[src/hw/ead_map.svh]
`ifndef EAD_MAP_SVH
`define EAD_MAP_SVH

// register byte offsets on the axi4-lite slave
`define EAD_ADDR_W 8
`define EAD_REG_CTRL 8'h00
`define EAD_REG_FRAMES 8'h04
`define EAD_REG_RSVD 8'h08
`define EAD_REG_LAST 8'h0c

// control register fields and reset value
`define EAD_CTRL_ENA_BIT 0
`define EAD_CTRL_CLR_BIT 1
`define EAD_CTRL_RST 1'b1

// last-flags register fields
`define EAD_LAST_PROT_RSVD_BIT 0
`define EAD_LAST_STRIP_RSVD_BIT 1
`define EAD_LAST_KEY_RSVD_BIT 2
`define EAD_LAST_STRIP_CLIP_BIT 3
`define EAD_LAST_W 4

// field widths
`define EAD_MEP_W 12
`define EAD_HW_W 5

// protection selector encodings
`define EAD_PROT_NONE 2'h0
`define EAD_PROT_ON_ACTIVE 2'h1
`define EAD_PROT_ON_IDLE 2'h2

// label strip count encodings
`define EAD_STRIP_HDR 5'h00
`define EAD_STRIP_NONE 5'h01
`define EAD_STRIP_MAX 5'h15

// forward selector and pipeline action encodings
`define EAD_FWD_NONE 2'h0
`define EAD_FWD_COPY 2'h1
`define EAD_FWD_REDIR 2'h2
`define EAD_FWD_DISCARD 2'h3
`define EAD_PACT_HOST 1'b0
`define EAD_PACT_LBK 1'b1

// mapping key encodings
`define EAD_KEY_QOS 4'h0
`define EAD_KEY_DP_QOS 4'h1
`define EAD_KEY_DSCP 4'h2
`define EAD_KEY_DP_DSCP 4'h3
`define EAD_KEY_DP_TOS 4'h4
`define EAD_KEY_PCP 4'h5
`define EAD_KEY_DP_PCP 4'h6
`define EAD_KEY_DEI_PCP 4'h7
`define EAD_KEY_TC 4'h8
`define EAD_KEY_DP_TC 4'h9
`define EAD_KEY_POP_PCP 4'ha
`define EAD_KEY_DP_POP_PCP 4'hb
`define EAD_KEY_POP_DEI_PCP 4'hc
`define EAD_KEY_COS_ID 4'hd
`define EAD_KEY_DP_COS_ID 4'he

`endif

[src/hw/ead_pkg.sv]
`include "ead_map.svh"

package ead_pkg;

    // action word of the egress stage-zero lookup
    typedef struct packed {
        logic [1:0] protection_sel;
        logic [9:0] tunnel_label_index;
        logic [9:0] tunnel_label_index_alt;
        logic [`EAD_MEP_W-1:0] maintenance_endpoint_index;
        logic [`EAD_MEP_W-1:0] maintenance_endpoint_index_alt;
        logic [4:0] label_strip_count;
        logic [12:0] service_counter_base;
        logic [12:0] service_counter_base_alt;
        logic [23:0] service_class_offsets;
        logic [3:0][8:0] map_table_index;
        logic [3:0][3:0] map_key;
        logic [1:0] forward_selector;
        logic [2:0] host_extract_queue;
        logic pipeline_action;
    } ead_action_type;

    // internal frame header attributes
    typedef struct packed {
        logic prot_active;
        logic [`EAD_HW_W-1:0] header_strip_halfwords;
        logic [2:0] class_of_service_id;
        logic [2:0] qos_class;
        logic [1:0] drop_prec;
        logic [5:0] dscp;
        logic [2:0] tos_precedence;
        logic [2:0] pcp;
        logic dei;
        logic [2:0] traffic_class;
        logic [2:0] popped_pcp;
        logic popped_dei;
    } ead_hdr_type;

    // decoded result towards rewriter, counters and queue system
    typedef struct packed {
        logic tunnel_push_ena;
        logic [9:0] tunnel_label_index;
        logic [`EAD_MEP_W-1:0] maintenance_endpoint_index;
        logic [5:0] strip_bytes;
        logic [12:0] service_counter_index;
        logic [1:0][11:0] map_a_addr;
        logic [1:0][11:0] map_b_addr;
        logic copy_loopback;
        logic redirect_loopback;
        logic discard;
        logic host_extraction;
        logic [2:0] host_extract_queue;
        logic loopback_assembly;
    } ead_result_type;

endpackage : ead_pkg

[src/hw/ead_map_addr.sv]
`timescale 1ns/1ns
`include "ead_map.svh"

// forms one mapping table address from the table's base index and key
module ead_map_addr (
    input wire logic [8:0] map_index,
    input wire logic [3:0] map_key,
    input wire ead_pkg::ead_hdr_type hdr,
    output logic [11:0] map_addr,
    output logic key_reserved
);
    import ead_pkg::*;

    // offset added to the base; widest key spans 256 entries
    function automatic logic [7:0] key_offset(input logic [3:0] key, input ead_hdr_type h);
        logic [7:0] off;
        off = 8'h00;
        case (key)
            `EAD_KEY_QOS: off = {5'h00, h.qos_class};
            `EAD_KEY_DP_QOS: off = {3'h0, h.drop_prec, h.qos_class};
            `EAD_KEY_DSCP: off = {2'h0, h.dscp};
            `EAD_KEY_DP_DSCP: off = {h.drop_prec, h.dscp};
            `EAD_KEY_DP_TOS: off = {3'h0, h.drop_prec, h.tos_precedence};
            `EAD_KEY_PCP: off = {5'h00, h.pcp};
            `EAD_KEY_DP_PCP: off = {3'h0, h.drop_prec, h.pcp};
            `EAD_KEY_DEI_PCP: off = {4'h0, h.dei, h.pcp};
            `EAD_KEY_TC: off = {5'h00, h.traffic_class};
            `EAD_KEY_DP_TC: off = {3'h0, h.drop_prec, h.traffic_class};
            `EAD_KEY_POP_PCP: off = {5'h00, h.popped_pcp};
            `EAD_KEY_DP_POP_PCP: off = {3'h0, h.drop_prec, h.popped_pcp};
            `EAD_KEY_POP_DEI_PCP: off = {4'h0, h.popped_dei, h.popped_pcp};
            `EAD_KEY_COS_ID: off = {5'h00, h.class_of_service_id};
            `EAD_KEY_DP_COS_ID: off = {3'h0, h.drop_prec, h.class_of_service_id};
            default: off = 8'h00; // undefined key: base entry only
        endcase
        return off;
    endfunction : key_offset

    // base supplies bits 11:3; the key offset is added, so wide keys carry upward
    always_comb begin
        map_addr = {map_index, 3'h0} + {4'h0, key_offset(map_key, hdr)};
        key_reserved = (map_key > `EAD_KEY_DP_COS_ID);
    end

endmodule : ead_map_addr

[src/hw/ead_top.sv]
// The address map and the AXI4-Lite register port were chosen for this implementation.

`timescale 1ns/1ns
`include "ead_map.svh"

module ead_top (
    input wire logic core_clk,
    input wire logic rstn,
    // lookup result and frame header, one frame per cycle
    input wire logic act_valid,
    input wire ead_pkg::ead_action_type action,
    input wire ead_pkg::ead_hdr_type hdr,
    output logic res_valid,
    output ead_pkg::ead_result_type result,

    // axi4-lite slave
    input wire logic [`EAD_ADDR_W-1:0] s_axi_awaddr,
    input wire logic s_axi_awvalid,
    output logic s_axi_awready,
    input wire logic [31:0] s_axi_wdata,
    input wire logic [3:0] s_axi_wstrb,
    input wire logic s_axi_wvalid,
    output logic s_axi_wready,
    output logic [1:0] s_axi_bresp,
    output logic s_axi_bvalid,
    input wire logic s_axi_bready,
    input wire logic [`EAD_ADDR_W-1:0] s_axi_araddr,
    input wire logic s_axi_arvalid,
    output logic s_axi_arready,
    output logic [31:0] s_axi_rdata,
    output logic [1:0] s_axi_rresp,
    output logic s_axi_rvalid,
    input wire logic s_axi_rready
);
    import ead_pkg::*;

    localparam logic [1:0] RESP_OKAY = 2'h0;
    localparam logic [1:0] RESP_SLVERR = 2'h2;

    // register-file state
    logic ctrl_ena_ff;
    logic [31:0] frames_ff;
    logic [31:0] rsvd_ff;
    logic [`EAD_LAST_W-1:0] last_flags_ff;

    // axi state
    logic awready_ff;
    logic wready_ff;
    logic [`EAD_ADDR_W-1:0] awaddr_ff;
    logic [31:0] wdata_ff;
    logic [3:0] wstrb_ff;
    logic bvalid_ff;
    logic [1:0] bresp_ff;
    logic arready_ff;
    logic rvalid_ff;
    logic [31:0] rdata_ff;
    logic [1:0] rresp_ff;

    // decode pipeline state
    logic res_valid_ff;
    ead_result_type result_ff;

    // combinational decode results
    ead_result_type nxt_result;
    logic use_alt;
    logic prot_rsvd;

    // strip and counter datapath
    logic strip_rsvd;
    logic strip_clip;
    logic [5:0] hdr_bytes;
    logic [5:0] req_bytes;
    logic [12:0] counter_base;
    logic [4:0] offset_lsb;
    logic [2:0] class_offset;

    // mapping and bus decode
    logic [11:0] map_addr [4];
    logic [3:0] key_rsvd;
    logic nxt_any_rsvd;
    logic [`EAD_LAST_W-1:0] nxt_last_flags;
    logic take_frame;
    logic aw_held;
    logic w_held;
    logic do_write;
    logic clr_pulse;
    logic ctrl_wr;

    // one address former per mapping table, each with its own key
    for (genvar t = 0; t < 4; t++) begin : g_map
        ead_map_addr u_map_addr (
            .map_index(action.map_table_index[t]),
            .map_key(action.map_key[t]),
            .hdr(hdr),
            .map_addr(map_addr[t]),
            .key_reserved(key_rsvd[t])
        );
    end

    // protection: choose alternate indices from the header's protect-active flag
    always_comb begin
        case (action.protection_sel)
            `EAD_PROT_NONE: use_alt = 1'b0;
            `EAD_PROT_ON_ACTIVE: use_alt = hdr.prot_active;
            `EAD_PROT_ON_IDLE: use_alt = ~hdr.prot_active;
            default: use_alt = 1'b0; // reserved selector ignored
        endcase

        prot_rsvd = (action.protection_sel == 2'h3);
    end

    // label strip byte count; reserved counts fall back to the header amount
    always_comb begin
        hdr_bytes = {hdr.header_strip_halfwords, 1'b0};
        strip_rsvd = 1'b0;

        if (action.label_strip_count == `EAD_STRIP_HDR) begin
            req_bytes = hdr_bytes;
        end else if (action.label_strip_count == `EAD_STRIP_NONE) begin
            req_bytes = 6'h00;
        end else if (action.label_strip_count <= `EAD_STRIP_MAX) begin
            req_bytes = {action.label_strip_count, 1'b0};
        end else begin
            req_bytes = hdr_bytes;
            strip_rsvd = 1'b1;
        end

        strip_clip = (req_bytes > hdr_bytes);
    end

    // service counter index: selected base plus the per-class 3-bit offset
    always_comb begin
        counter_base = use_alt ? action.service_counter_base_alt : action.service_counter_base;
        // 3 x class id as a shift plus an add
        offset_lsb = {hdr.class_of_service_id, 1'b0} + {2'h0, hdr.class_of_service_id};
        class_offset = action.service_class_offsets[offset_lsb +: 3];
    end

    // assemble the full result word
    always_comb begin
        nxt_result = '0;

        nxt_result.tunnel_label_index = use_alt ? action.tunnel_label_index_alt
                                                : action.tunnel_label_index;
        nxt_result.tunnel_push_ena = (nxt_result.tunnel_label_index != 10'h000);
        nxt_result.maintenance_endpoint_index = use_alt ? action.maintenance_endpoint_index_alt
                                                        : action.maintenance_endpoint_index;

        nxt_result.strip_bytes = strip_clip ? hdr_bytes : req_bytes;
        nxt_result.service_counter_index = counter_base + {10'h000, class_offset};

        nxt_result.map_a_addr[0] = map_addr[0];
        nxt_result.map_a_addr[1] = map_addr[1];
        nxt_result.map_b_addr[0] = map_addr[2];
        nxt_result.map_b_addr[1] = map_addr[3];

        nxt_result.copy_loopback = (action.forward_selector == `EAD_FWD_COPY);
        nxt_result.redirect_loopback = (action.forward_selector == `EAD_FWD_REDIR);
        nxt_result.discard = (action.forward_selector == `EAD_FWD_DISCARD);

        nxt_result.host_extraction = (action.forward_selector != `EAD_FWD_NONE)
                                     && (action.pipeline_action == `EAD_PACT_HOST);
        nxt_result.loopback_assembly = (action.forward_selector != `EAD_FWD_NONE)
                                       && (action.pipeline_action == `EAD_PACT_LBK);

        // queue is zero unless it is meaningful, so stale entries never leak out
        nxt_result.host_extract_queue = nxt_result.host_extraction ? action.host_extract_queue
                                                                   : 3'h0;
    end

    // flags describing the frame just decoded
    always_comb begin
        nxt_last_flags = '0;
        nxt_last_flags[`EAD_LAST_PROT_RSVD_BIT] = prot_rsvd;
        nxt_last_flags[`EAD_LAST_STRIP_RSVD_BIT] = strip_rsvd;
        nxt_last_flags[`EAD_LAST_KEY_RSVD_BIT] = |key_rsvd;
        nxt_last_flags[`EAD_LAST_STRIP_CLIP_BIT] = strip_clip;

        // several reserved codes count once
        nxt_any_rsvd = prot_rsvd | strip_rsvd | (|key_rsvd);
    end

    // a disabled decoder drops frames: nothing is presented downstream
    assign take_frame = act_valid & ctrl_ena_ff;

    // result register, one cycle after the lookup word
    always_ff @(posedge core_clk or negedge rstn) begin
        if (!rstn) begin
            res_valid_ff <= 1'b0;
            result_ff <= '0;
        end else begin
            res_valid_ff <= take_frame;
            if (take_frame) begin
                result_ff <= nxt_result;
            end
        end
    end

    assign res_valid = res_valid_ff;
    assign result = result_ff;

    // axi write channel bookkeeping: address and data taken in either order
    // a taken half waits for the response
    assign aw_held = ~awready_ff;
    assign w_held = ~wready_ff;
    assign do_write = aw_held & w_held & ~bvalid_ff;

    // write address capture; ready returns once the response is accepted
    always_ff @(posedge core_clk or negedge rstn) begin
        if (!rstn) begin
            awready_ff <= 1'b1;
            awaddr_ff <= '0;
        end else if (awready_ff && s_axi_awvalid) begin
            awready_ff <= 1'b0;
            awaddr_ff <= s_axi_awaddr;
        end else if (bvalid_ff && s_axi_bready) begin
            awready_ff <= 1'b1;
        end
    end

    // write data capture
    always_ff @(posedge core_clk or negedge rstn) begin
        if (!rstn) begin
            wready_ff <= 1'b1;
            wdata_ff <= '0;
            wstrb_ff <= '0;
        end else if (wready_ff && s_axi_wvalid) begin
            wready_ff <= 1'b0;
            wdata_ff <= s_axi_wdata;
            wstrb_ff <= s_axi_wstrb;
        end else if (bvalid_ff && s_axi_bready) begin
            wready_ff <= 1'b1;
        end
    end

    // write response; unmapped offsets answer slverr
    always_ff @(posedge core_clk or negedge rstn) begin
        if (!rstn) begin
            bvalid_ff <= 1'b0;
            bresp_ff <= RESP_OKAY;
        end else if (do_write) begin
            bvalid_ff <= 1'b1;
            bresp_ff <= (awaddr_ff == `EAD_REG_CTRL || awaddr_ff == `EAD_REG_FRAMES
                         || awaddr_ff == `EAD_REG_RSVD || awaddr_ff == `EAD_REG_LAST)
                        ? RESP_OKAY : RESP_SLVERR;
        end else if (s_axi_bready) begin
            bvalid_ff <= 1'b0;
        end
    end

    // control register: only byte lane 0 carries bits; the clear bit is a pulse
    assign ctrl_wr = do_write && (awaddr_ff == `EAD_REG_CTRL) && wstrb_ff[0];
    assign clr_pulse = ctrl_wr && wdata_ff[`EAD_CTRL_CLR_BIT];

    // enable and clear act on the same write
    always_ff @(posedge core_clk or negedge rstn) begin
        if (!rstn) begin
            ctrl_ena_ff <= `EAD_CTRL_RST;
        end else if (ctrl_wr) begin
            ctrl_ena_ff <= wdata_ff[`EAD_CTRL_ENA_BIT];
        end
    end

    // status counters; a frame arriving with the clear still counts as one
    always_ff @(posedge core_clk or negedge rstn) begin
        if (!rstn) begin
            frames_ff <= '0;
            rsvd_ff <= '0;
        end else begin
            if (clr_pulse) begin
                frames_ff <= {31'h0, take_frame};
                rsvd_ff <= {31'h0, take_frame & nxt_any_rsvd};
            end else if (take_frame) begin
                frames_ff <= frames_ff + 32'h1;
                rsvd_ff <= rsvd_ff + {31'h0, nxt_any_rsvd};
            end
        end
    end

    // flags of the most recent frame, for debugging bad lookup entries
    always_ff @(posedge core_clk or negedge rstn) begin
        if (!rstn) begin
            last_flags_ff <= '0;
        end else if (take_frame) begin
            last_flags_ff <= nxt_last_flags;
        end
    end

    // read channel: one read at a time, data registered
    // arready stays low until rdata is taken
    always_ff @(posedge core_clk or negedge rstn) begin
        if (!rstn) begin
            arready_ff <= 1'b1;
            rvalid_ff <= 1'b0;
            rdata_ff <= '0;
            rresp_ff <= RESP_OKAY;
        end else if (arready_ff && s_axi_arvalid) begin
            arready_ff <= 1'b0;
            rvalid_ff <= 1'b1;
            rresp_ff <= RESP_OKAY;
            case (s_axi_araddr)
                `EAD_REG_CTRL: rdata_ff <= {31'h0, ctrl_ena_ff};
                `EAD_REG_FRAMES: rdata_ff <= frames_ff;
                `EAD_REG_RSVD: rdata_ff <= rsvd_ff;
                `EAD_REG_LAST: rdata_ff <= {{(32 - `EAD_LAST_W){1'b0}}, last_flags_ff};
                default: begin
                    rdata_ff <= 32'h0;
                    rresp_ff <= RESP_SLVERR;
                end
            endcase
        end else if (rvalid_ff && s_axi_rready) begin
            rvalid_ff <= 1'b0;
            arready_ff <= 1'b1;
        end
    end

    assign s_axi_awready = awready_ff;
    assign s_axi_wready = wready_ff;
    assign s_axi_bvalid = bvalid_ff;
    assign s_axi_bresp = bresp_ff;
    assign s_axi_arready = arready_ff;
    assign s_axi_rvalid = rvalid_ff;
    assign s_axi_rdata = rdata_ff;
    assign s_axi_rresp = rresp_ff;

endmodule : ead_top

[config.mk]
export PLATFORM = sky130hd
export DESIGN_NAME = ead_top
export DESIGN_NICKNAME = d
export VERILOG_FILES = /design/src/hw/ead_pkg.sv /design/src/hw/ead_map_addr.sv /design/src/hw/ead_top.sv
export VERILOG_INCLUDE_DIRS = /design/src /design/src/hw
export SDC_FILE = /design/constraint.sdc
export NUM_CORES = 1
export LEC_CHECK = 0
export BUFFER_PORTS_ARGS = -buffer_cell sky130_fd_sc_hd__buf_2
export CAP_MARGIN = 20
export CORE_UTILIZATION = 35
export CTS_BUF_LIST = sky130_fd_sc_hd__clkbuf_4
export DETAILED_ROUTE_END_ITERATION = 16
export PLACE_DENSITY = 0.63
export SYNTH_ARGS = -nofsm -noshare
export SYNTH_HDL_FRONTEND = slang
export SYNTH_SLANG_ARGS = --single-unit
[constraint.sdc]
create_clock -name core_clk -period 2.2 [get_ports core_clk]
set_input_delay 0.22 -clock core_clk [delete_from_list [all_inputs] [get_ports core_clk]]
set_output_delay 0.22 -clock core_clk [all_outputs]
set_load 0.02 [all_outputs]
After elaboration in Yosys (flattened, before gate mapping). Cells that the tools add are included.

Shift-type cells: 1. Bitwise operators: 11. Reductions and logical operators: 29. Mux-type cells: 32. $lt $le $gt $ge: 6. Eq/ne operators: 69. Add/sub/neg operators: 8.

Operators by type and width (number): 8-bit case mux with 15 select lines (4); 32-bit 2-to-1 mux (4); 32-bit case mux with 4 select lines (1); 4-bit == test (second input constant) (28); 4-bit by 3-bit == test with 1-bit output (second input constant) (16); 12-bit by 8-bit adder with 12-bit output (4); 32-bit by 1-bit adder with 32-bit output (1); 32-bit by 1-bit adder with 32-bit output (second input constant) (1); 4-bit by 2-bit == test with 1-bit output (second input constant) (8); 8-bit by 4-bit == test with 1-bit output (second input constant) (4); 6-bit 2-to-1 mux (4); 24-bit by 6-bit variable part select with 3-bit output (1); 4-bit by 1-bit == test with 1-bit output (second input constant) (4); 8-bit by 3-bit == test with 1-bit output (second input constant) (2); 4-bit greater-than comparator (second input constant) (4); 4-bit logical NOT (4); 8-bit logical NOT (2); 13-bit by 3-bit adder with 13-bit output (1); 13-bit 2-to-1 mux (1); 1-bit 2-to-1 mux (12); 12-bit 2-to-1 mux (1); 2-bit nonzero test (6); 1-bit logical AND (10); 10-bit 2-to-1 mux (1); 16 further kinds (32).

Output and inout bits: 140. Bits of input ports: 253. Register bits after elaboration: 220.

Depth between registers and ports, before layout. Gate-level depths: netlist (run 1).

Word-level depth: 9. Gate-level depth with buffers: 16. Gate-level depth less buffers: 15.

Cells and area by module. From an unflattened synthesis (run 1), not the netlist that was laid out.

Cells, all modules: 1557. Area total of the unflattened synthesis: 13797.0 µm².

By module, submodules not included: ead_top (cells an instance 1161, seq. area each 5435.2 µm², times used 1, area each 11034.3 µm²); ead_map_addr (cells an instance 99, seq. area each 0.0 µm², times used 4, area each 690.7 µm²).

Worst setup path before layout (run 1). OpenSTA, ideal clock, no wires.

Path kind: input to register. Start point: input hdr[25] (netlist name). End point: register result_ff (netlist bit result[68]). Stages: 16. Setup slack: -1.233 ns. Data required time: 2.131 ns. Setup time: 0.069 ns. Arrival time: 3.364 ns. Cell sequence: ha_1 -> inv_1 -> fa_1 -> clkbuf_1 -> mux4_2 -> mux2i_1 -> nand2_1 -> o21ai_0 -> o22ai_1 -> ha_1 -> fa_1 -> a21oi_1 -> a211oi_1 -> nor3b_2 -> a211o_1 -> nand3_1.

Cells in the longest elaborated chain, start to end: 3.

Ends and longest elaborated chain: start, declared (RTL line ead_top.sv:12) `input wire ead_pkg::ead_hdr_type hdr,`; 4-bit by 3-bit adder with 5-bit output (RTL line ead_top.sv:135) `offset_lsb = {hdr.class_of_service_id, 1'b0} + {2'h0, hdr.class_of_service_id};`; 24-bit by 6-bit variable part select with 3-bit output (RTL line ead_top.sv:136) `class_offset = action.service_class_offsets[offset_lsb +: 3];`; 13-bit by 3-bit adder with 13-bit output (RTL line ead_top.sv:150) `nxt_result.service_counter_index = counter_base + {10'h000, class_offset};`; end signal, assigned (RTL line ead_top.sv:194) `result_ff <= nxt_result;`; end, declared (RTL line ead_top.sv:61) `ead_result_type result_ff;`.

Every way passes these cells. A chain may end at the register's enable or synchronous reset.

Worst setup path after layout (run 1).
Start point: input hdr[26] (netlist name). End point: register result_ff (netlist bit result[67]).

Same word-level chain as after synthesis.

==> results.md, run 1 <==
* Final worst-path cycle share at 124%
* Syn-to-layout area delta at 47.2%
* Dominant cell type by area after synthesis: dfrtp_1
* H-tree Lvls at 2
* Max-cap viol count at 0
* Max stage delay cell, worst path: fa_2
* CTS max path bufs at 3
* GRT Residual Overflow at 0
* Initial Util at 35.7%
* Slew Viols, Final at 0
* Pwr dens at 730 nW/um2
* Row count at 70
* Overall Global Routing Usage at 22.7%
* Avg Inst Size Synth at 9.07 um2
* Psw at 5.14 mW
* Commonest cells post-synth: nand2_1 (215), dfrtp_1 (213), o21ai_0 (165)
* WS Path Type: in2reg
* Worst Reg-to-Reg Cells at 7
* Die ar. at 38200 um2
* Final #Nets at 2419
* Tightest Hold Check Type: in2reg
* Top-area cell type share of the netlist area at 40.7%
* Slowest stage delay, CP at 600 ps
* Yosys cell types at 76
* WL final at 43.8 mm
* Antenna violations before repair at 6
* DP Wirelength at 31.2 mm
* Hold Vio Cnt, Final at 0
* Power share of the combinational group at 34.8%
* Final Hold Slack at 85.3 ps
* Worst setup margin at -525 ps
* Critical path data arrival time at 3330 ps
* Overall Power at 14.1 mW
* Async SR Flop Fraction at 100%
* Yosys warns at 0
* Core area at 36700 um2
* Largest net degree at the start of global routing at 74
* Post-Syn Instances at 1445
* Layout Skew at 43.4 ps
* Vias in the first global route at 13600
* Die width at 195 um
* Filler instances at 3305
* Clk slew on worst S/H paths at 70 ps
* # setup viols final at 13
* Worst Tran Pin Value at 622 ps
* Max_slew headroom at 58.5%
* RSZ-0062 raised after global routing: yes
* WHS Path Cells at 4
* Clock tree from TritonCTS: built
* Failing checks: negative setup slack
* Total internal power at 8.95 mW
* DRC viols at 0
* Seq pwr share at 38.2%
* I/O Buffers at 356
* Top-count cell post-synth: nand2_1
* Run status: finished, violations left
* Top post-synthesis cells by area: dfrtp_1 (41%), o21ai_0 (6.3%), nand2_1 (6.2%)
* Worst path cell trace: buf_8 -> ha_4 -> inv_2 -> fa_2 -> mux4_2 -> mux4_2 -> inv_2 -> o22ai_2 -> ha_1 -> a21o_1 -> a21oi_2 -> a211o_1 -> nor4_4 -> a31o_2 -> a31oi_1
* Sw frac at 36.5%
* Clock root buffer: clkbuf_4
* DR vias/cell at 5.18
* CP startpoint kind: input pin
* Sink Count at 217
* Fmax at 367 MHz
* Most used DFF post-synth: dfrtp_1
* Post-synth EDFFs at 0
* Cell Area, Synth at 13100 um2
* Clk_lat worst skew at 770 ps
* Share of cells above drive strength 1 at 34.3%
* Maximum VDD drop at 433 uV
* First-pass GRT wire length at 69.8 mm
* Clock power frac at 27.0%
* Crit path max fanout at 6
* DR WL/cell at 16.6 um
* Num ports at 393
* Worst path required time at 2800 ps
* Seq cells post-synth at 217
* Setup TNS at -4120 ps
* Register area share after synthesis at 41.5%
* Tmin final at 2730 ps
* GP Congestion at 0.897
* Final core occ at 52.6%
* Worst Setup End Kind: flop
* Chip height at 195 um
* Placed cell areas at 16500 um2
* DRT antenna net count at 0
* DRT iter0 DRCs at 774
* Fin area at 19300 um2
* Static Leak at 9.43 nW
* CTS buffer count at 61
* DRT Pass-1 Iters at 6
* Vias after detailed routing at 13700
## cell usage in the layout (no fill, tap or decap), types with 6 or more instances in the layout
cell           count
a22oi_1           39
o21ai_1           34
nor2_1           101
a221oi_1           8
nor3_1            32
nand3_1           39
mux2i_1           47
o22ai_1           13
xnor2_1           31
buf_2            351
a21oi_2           11
o31ai_1            8
mux2_2            25
a21oi_1           32
and3_1            20
a21o_1             7
nand2b_1           6
buf_4            164
nor2b_1           19
or3_1             15
nand4_1           20
clkbuf_4          99
a31oi_1           15
xor2_1            52
fa_2               6
inv_1             50
dlygate4sd3_1    175
ha_1              27
nand2_1          214
dfrtp_1          213
mux4_2            18
o21ai_0          132
## registers in the layout (all words and copies together), names as in the netlist, 2 cells and up
| signal | cells |
|---|---|
| result | 97 |
| last_flags_ff | 4 |
| wdata_ff | 2 |
| s_axi_rdata | 32 |
| frames_ff | 32 |
| awaddr_ff | 8 |
| rsvd_ff | 32 |
## critical path, delay by kind of cell
family / cells / cell delay [ps]
fa+ha+maj: 3 / 1000
compound gates: 6 / 870
mux: 2 / 800
simple gates: 1 / 250
buf+inv: 3 / 180
## power by group through the flow
stage	clock network, mW	registers, mW	logic (mW)
finish	3.80	5.38	4.90
global route	4.20	5.49	5.32
CTS	3.97	5.37	4.82
detailed placement	0	5.42	4.43
global placement	0	5.40	4.35
floorplan	0	6.20	1.76
## logic make-up (layout without fill, tap and decap cells)
kind of cell,after synthesis,count (layout),share of synthesized area [%]
AND/OR/NAND/NOR,518,518,18.9
AO/OA/AOI/OAI,358,358,16.7
flip-flops,217,217,41.5
buffers and inverters,138,863,4.34
multiplexers,91,91,8.91
XOR/XNOR,83,83,5.55
adder cells (fa/ha/maj),39,39,4.07
other,1,8,0.0286
## layout make-up
class / count / area (um2) / share of cell area [%]
Antenna cell: 5 / 12.5 / 0.0649
Clock buffer: 97 / 728 / 3.78
Clock inverter: 11 / 56.3 / 0.292
Inverter: 55 / 206 / 1.07
Multi-Input combinational cell: 1092 / 7360 / 38.2
Sequential cell: 217 / 5440 / 28.2
Tap cell: 468 / 586 / 3.04
Timing Repair Buffer: 700 / 4900 / 25.4
## routing by layer
layer / global-route usage (%) / vias up / wire length, um
met5: 0 / - / 18
met4: 8.31 / 4 / 1260
met3: 5.98 / 104 / 3430
met2: 37.4 / 524 / 21000
met1: 28.7 / 6485 / 18100
li1: - / 6576 / -
## final timing paths
kind | to | slack (ps) | from
max | result[67] | -530 | hdr[26]
min | result[44] | 90 | action[12]
max reg2reg | frames_ff[23] | 150 | ctrl_ena_ff
min reg2reg | result[56] | 470 | result[56]
max in group asynchronous | result[43] | 1200 | rstn
min in group asynchronous | s_axi_awready | 570 | rstn
## timing repair
action                                 in CTS  in global routing
hold buffers                              178                  1
setup endpoints to repair                  10                 44
pin swaps                                   4                 25
setup buffers                               5                 12
endpoints found under the hold margin     360                  1
resized for setup                          10                 29
## stage by stage
| stage | worst slack (ps) | std cells |
|---|---|---|
| floorplan | -1030 | 1447 |
| global placement | -1340 | 2340 |
| detailed placement | -1380 | 2340 |
| CTS | -449 | 2630 |
| global route | -550 | 2644 |
| finish | -525 | 2645 |
Power figures use the tool's default switching activity.
==> inputs of run 2 (changes only) <==
Settings changed: ABC_AREA set to 1, PLACE_DENSITY 0.63 to 0.62.
==> run 2 against run 1 <==
- the flow now finishes without violations
- global-route usage grew 3.5 points
- non-clock buffer count fell by 20
- clock skew grew 19 ps
- total power is 12% lower
- setup slack improved by 610 ps
- cell area grew 3.9%
==> results.md, run 2 <==
* Final worst-path cycle share at 96.4%
* Register area share after synthesis at 39.0%
* Num ports at 393
* Commonest non-fill, non-tap cell in the layout: nand2_1
* Critical path data arrival time at 2750 ps
* Vias after detailed routing at 16100
* GP Congestion at 0.958
* Die width at 201 um
* DRT iter0 DRCs at 986
* Overall Global Routing Usage at 26.2%
* Max_slew headroom at 49.3%
* DR vias/cell at 4.97
* Max-cap viol count at 0
* Tightest Hold Check Type: in2async
* Vias in the first global route at 16300
* DRT antenna net count at 0
* DP Wirelength at 40.0 mm
* DR WL/cell at 16.5 um
* CTS buffer count at 67
* CP startpoint kind: input pin
* # setup viols final at 0
* Share of cells above drive strength 1 at 26.3%
* Top post-synthesis cells by area: dfrtp_1 (38%), nand2_1 (16%), inv_1 (6.9%)
* Slew Viols, Final at 0
* Hold Vio Cnt, Final at 0
* Tmin final at 2120 ps
* Maximum VDD drop at 330 uV
* I/O Buffers at 356
* Syn-to-layout area delta at 43.9%
* Fin area at 20000 um2
* Fmax at 472 MHz
* Yosys warns at 0
* Placed cell areas at 17300 um2
* Most frequent cells in the layout: nand2_1 (588), buf_2 (352), inv_1 (253)
* Top-count cell post-synth: nand2_1
* Clock tree from TritonCTS: built
* Core area at 38900 um2
* WS Path Type: in2reg
* Worst setup margin at 79.7 ps
* Row count at 72
* FF-to-FF Start: ctrl_ena_ff
* Initial Util at 35.8%
* Seq cells post-synth at 217
* Commonest cells post-synth: nand2_1 (595), inv_1 (255), dfrtp_1 (213)
* Dominant cell type by area after synthesis: dfrtp_1
* Cell Area, Synth at 13900 um2
* Worst Reg-to-Reg Cells at 6
* CTS max path bufs at 3
* Final core occ at 51.5%
* Clock root buffer: clkbuf_4
* WL final at 53.3 mm
* Avg Inst Size Synth at 7.03 um2
* Pwr dens at 616 nW/um2
* DRC viols at 0
* Worst Tran Pin Value at 761 ps
* Sink Count at 217
* Worst path required time at 2830 ps
* Clk slew on worst S/H paths at 60 ps
* Non-Filler Instances at 3238
* R2r setup slk at 110 ps
* Most used DFF post-synth: dfrtp_1
* Run status: completed
* Top-area cell type share of the netlist area at 38.3%
* GRT Residual Overflow at 0
* Post-Syn Instances at 1981
* H-tree Lvls at 3
* Layout Skew at 62.4 ps
* Overall Power at 12.3 mW
* Antenna violations before repair at 14
* Largest net degree at the start of global routing at 83
* Die ar. at 40600 um2
* Filler instances at 3891
* Largest register FFs at 97
* First-pass GRT wire length at 84.7 mm
* Worst Setup End Kind: flop
* Worst r2r dst: result[95]
* DRT Pass-1 Iters at 8
* Final #Nets at 2960
* Post-synth EDFFs at 0
* Clk_lat worst skew at 740 ps
* Dpl cells at 2935
* Yosys cell types at 53
* Crit path max fanout at 6
* Static Leak at 10.8 nW
* Async SR Flop Fraction at 100%
* Setup TNS at 0 ps
* Final Hold Slack at 56.8 ps
* Chip height at 201 um
* Setup Slack @ Placement at -813 ps
-- run 2: changes by cell type after synthesis, sizes merged, moves of 46 or more --
cell	delta
nand2	+398
inv	+205
nand3	+78
nor2	+63
a21oi	+57
mux2i	-46
-- run 2: area by class of cell --
| type | instances | area [um2] | share of cell area (%) |
|---|---|---|---|
| Sequential cell | 217 | 5440 | 27.1 |
| Timing Repair Buffer | 680 | 4740 | 23.6 |
| Clock inverter | 21 | 149 | 0.743 |
| Inverter | 263 | 990 | 4.94 |
| Clock buffer | 91 | 683 | 3.41 |
| Antenna cell | 9 | 22.5 | 0.112 |
| Tap cell | 518 | 648 | 3.23 |
| Multi-Input combinational cell | 1439 | 7370 | 36.8 |
-- run 2: kinds of logic (layout without fill, tap and decap cells) --
| kind of cell | Yosys count | in the layout | synth area share, % |
|---|---|---|---|
| AOI/OAI and AO/OA | 364 | 364 | 14.7 |
| xor gates and xnor gates | 15 | 15 | 0.943 |
| adders and majority gates | 39 | 39 | 3.83 |
| buffers and inverters | 327 | 1055 | 9.25 |
| DFF | 217 | 217 | 39.0 |
| muxes | 5 | 5 | 0.386 |
| other | 1 | 12 | 0.0269 |
| and+or+nand+nor | 1013 | 1013 | 31.9 |
-- run 2: worst max-delay path by stage --
stage                       start          to  slack (ps)  cells after the start
final                     hdr[26]  result[65]          80                     18
after detailed placement  hdr[26]  result[64]        -810                     21
after global placement    hdr[26]  result[65]        -770                     18
after global routing      hdr[26]  result[65]          -6                     18
after floorplan           hdr[25]  result[64]        -370                     20
after CTS                 hdr[26]  result[60]           3                     18
-- run 2: where the power goes --
part	leakage (nW)	switching [mW]	total, mW	internal (mW)
Combinational	7.39	2.01	3.51	1.50
Sequential	2.93	0.267	4.72	4.45
Clock	0.489	1.96	4.12	2.15
Total	10.8	4.24	12.3	8.10
-- run 2: routing by layer --
| layer | up-vias | routed length (um) | global-route usage (%) |
|---|---|---|---|
| li1 | 7885 | - | - |
| met3 | 142 | 3780 | 6.93 |
| met2 | 582 | 25800 | 45.0 |
| met4 | 12 | 1990 | 11.4 |
| met1 | 7473 | 21600 | 30.6 |
| met5 | - | 76 | 0 |
-- run 2: what timing repair did --
item	CTS	global route
hold buffers	178	0
hold endpoints to repair	339	0
setup buffers	0	5
resized for setup	0	37
setup endpoints to repair	0	19
-- run 2: worst max-delay path, cell delays in order --
cell and delay (ps):
buf_4 140, ha_4 130, inv_2 30, fa_2 580, buf_6 140, o21ai_0 90
o22ai_1 170, nand2_1 100, nand3_2 80, nand2_2 70, ha_1 290, nand3_1 90
nand3_2 100, nand3_4 100, nor2_4 180, nand3_1 100, nand3_1 90, nand2_1 50
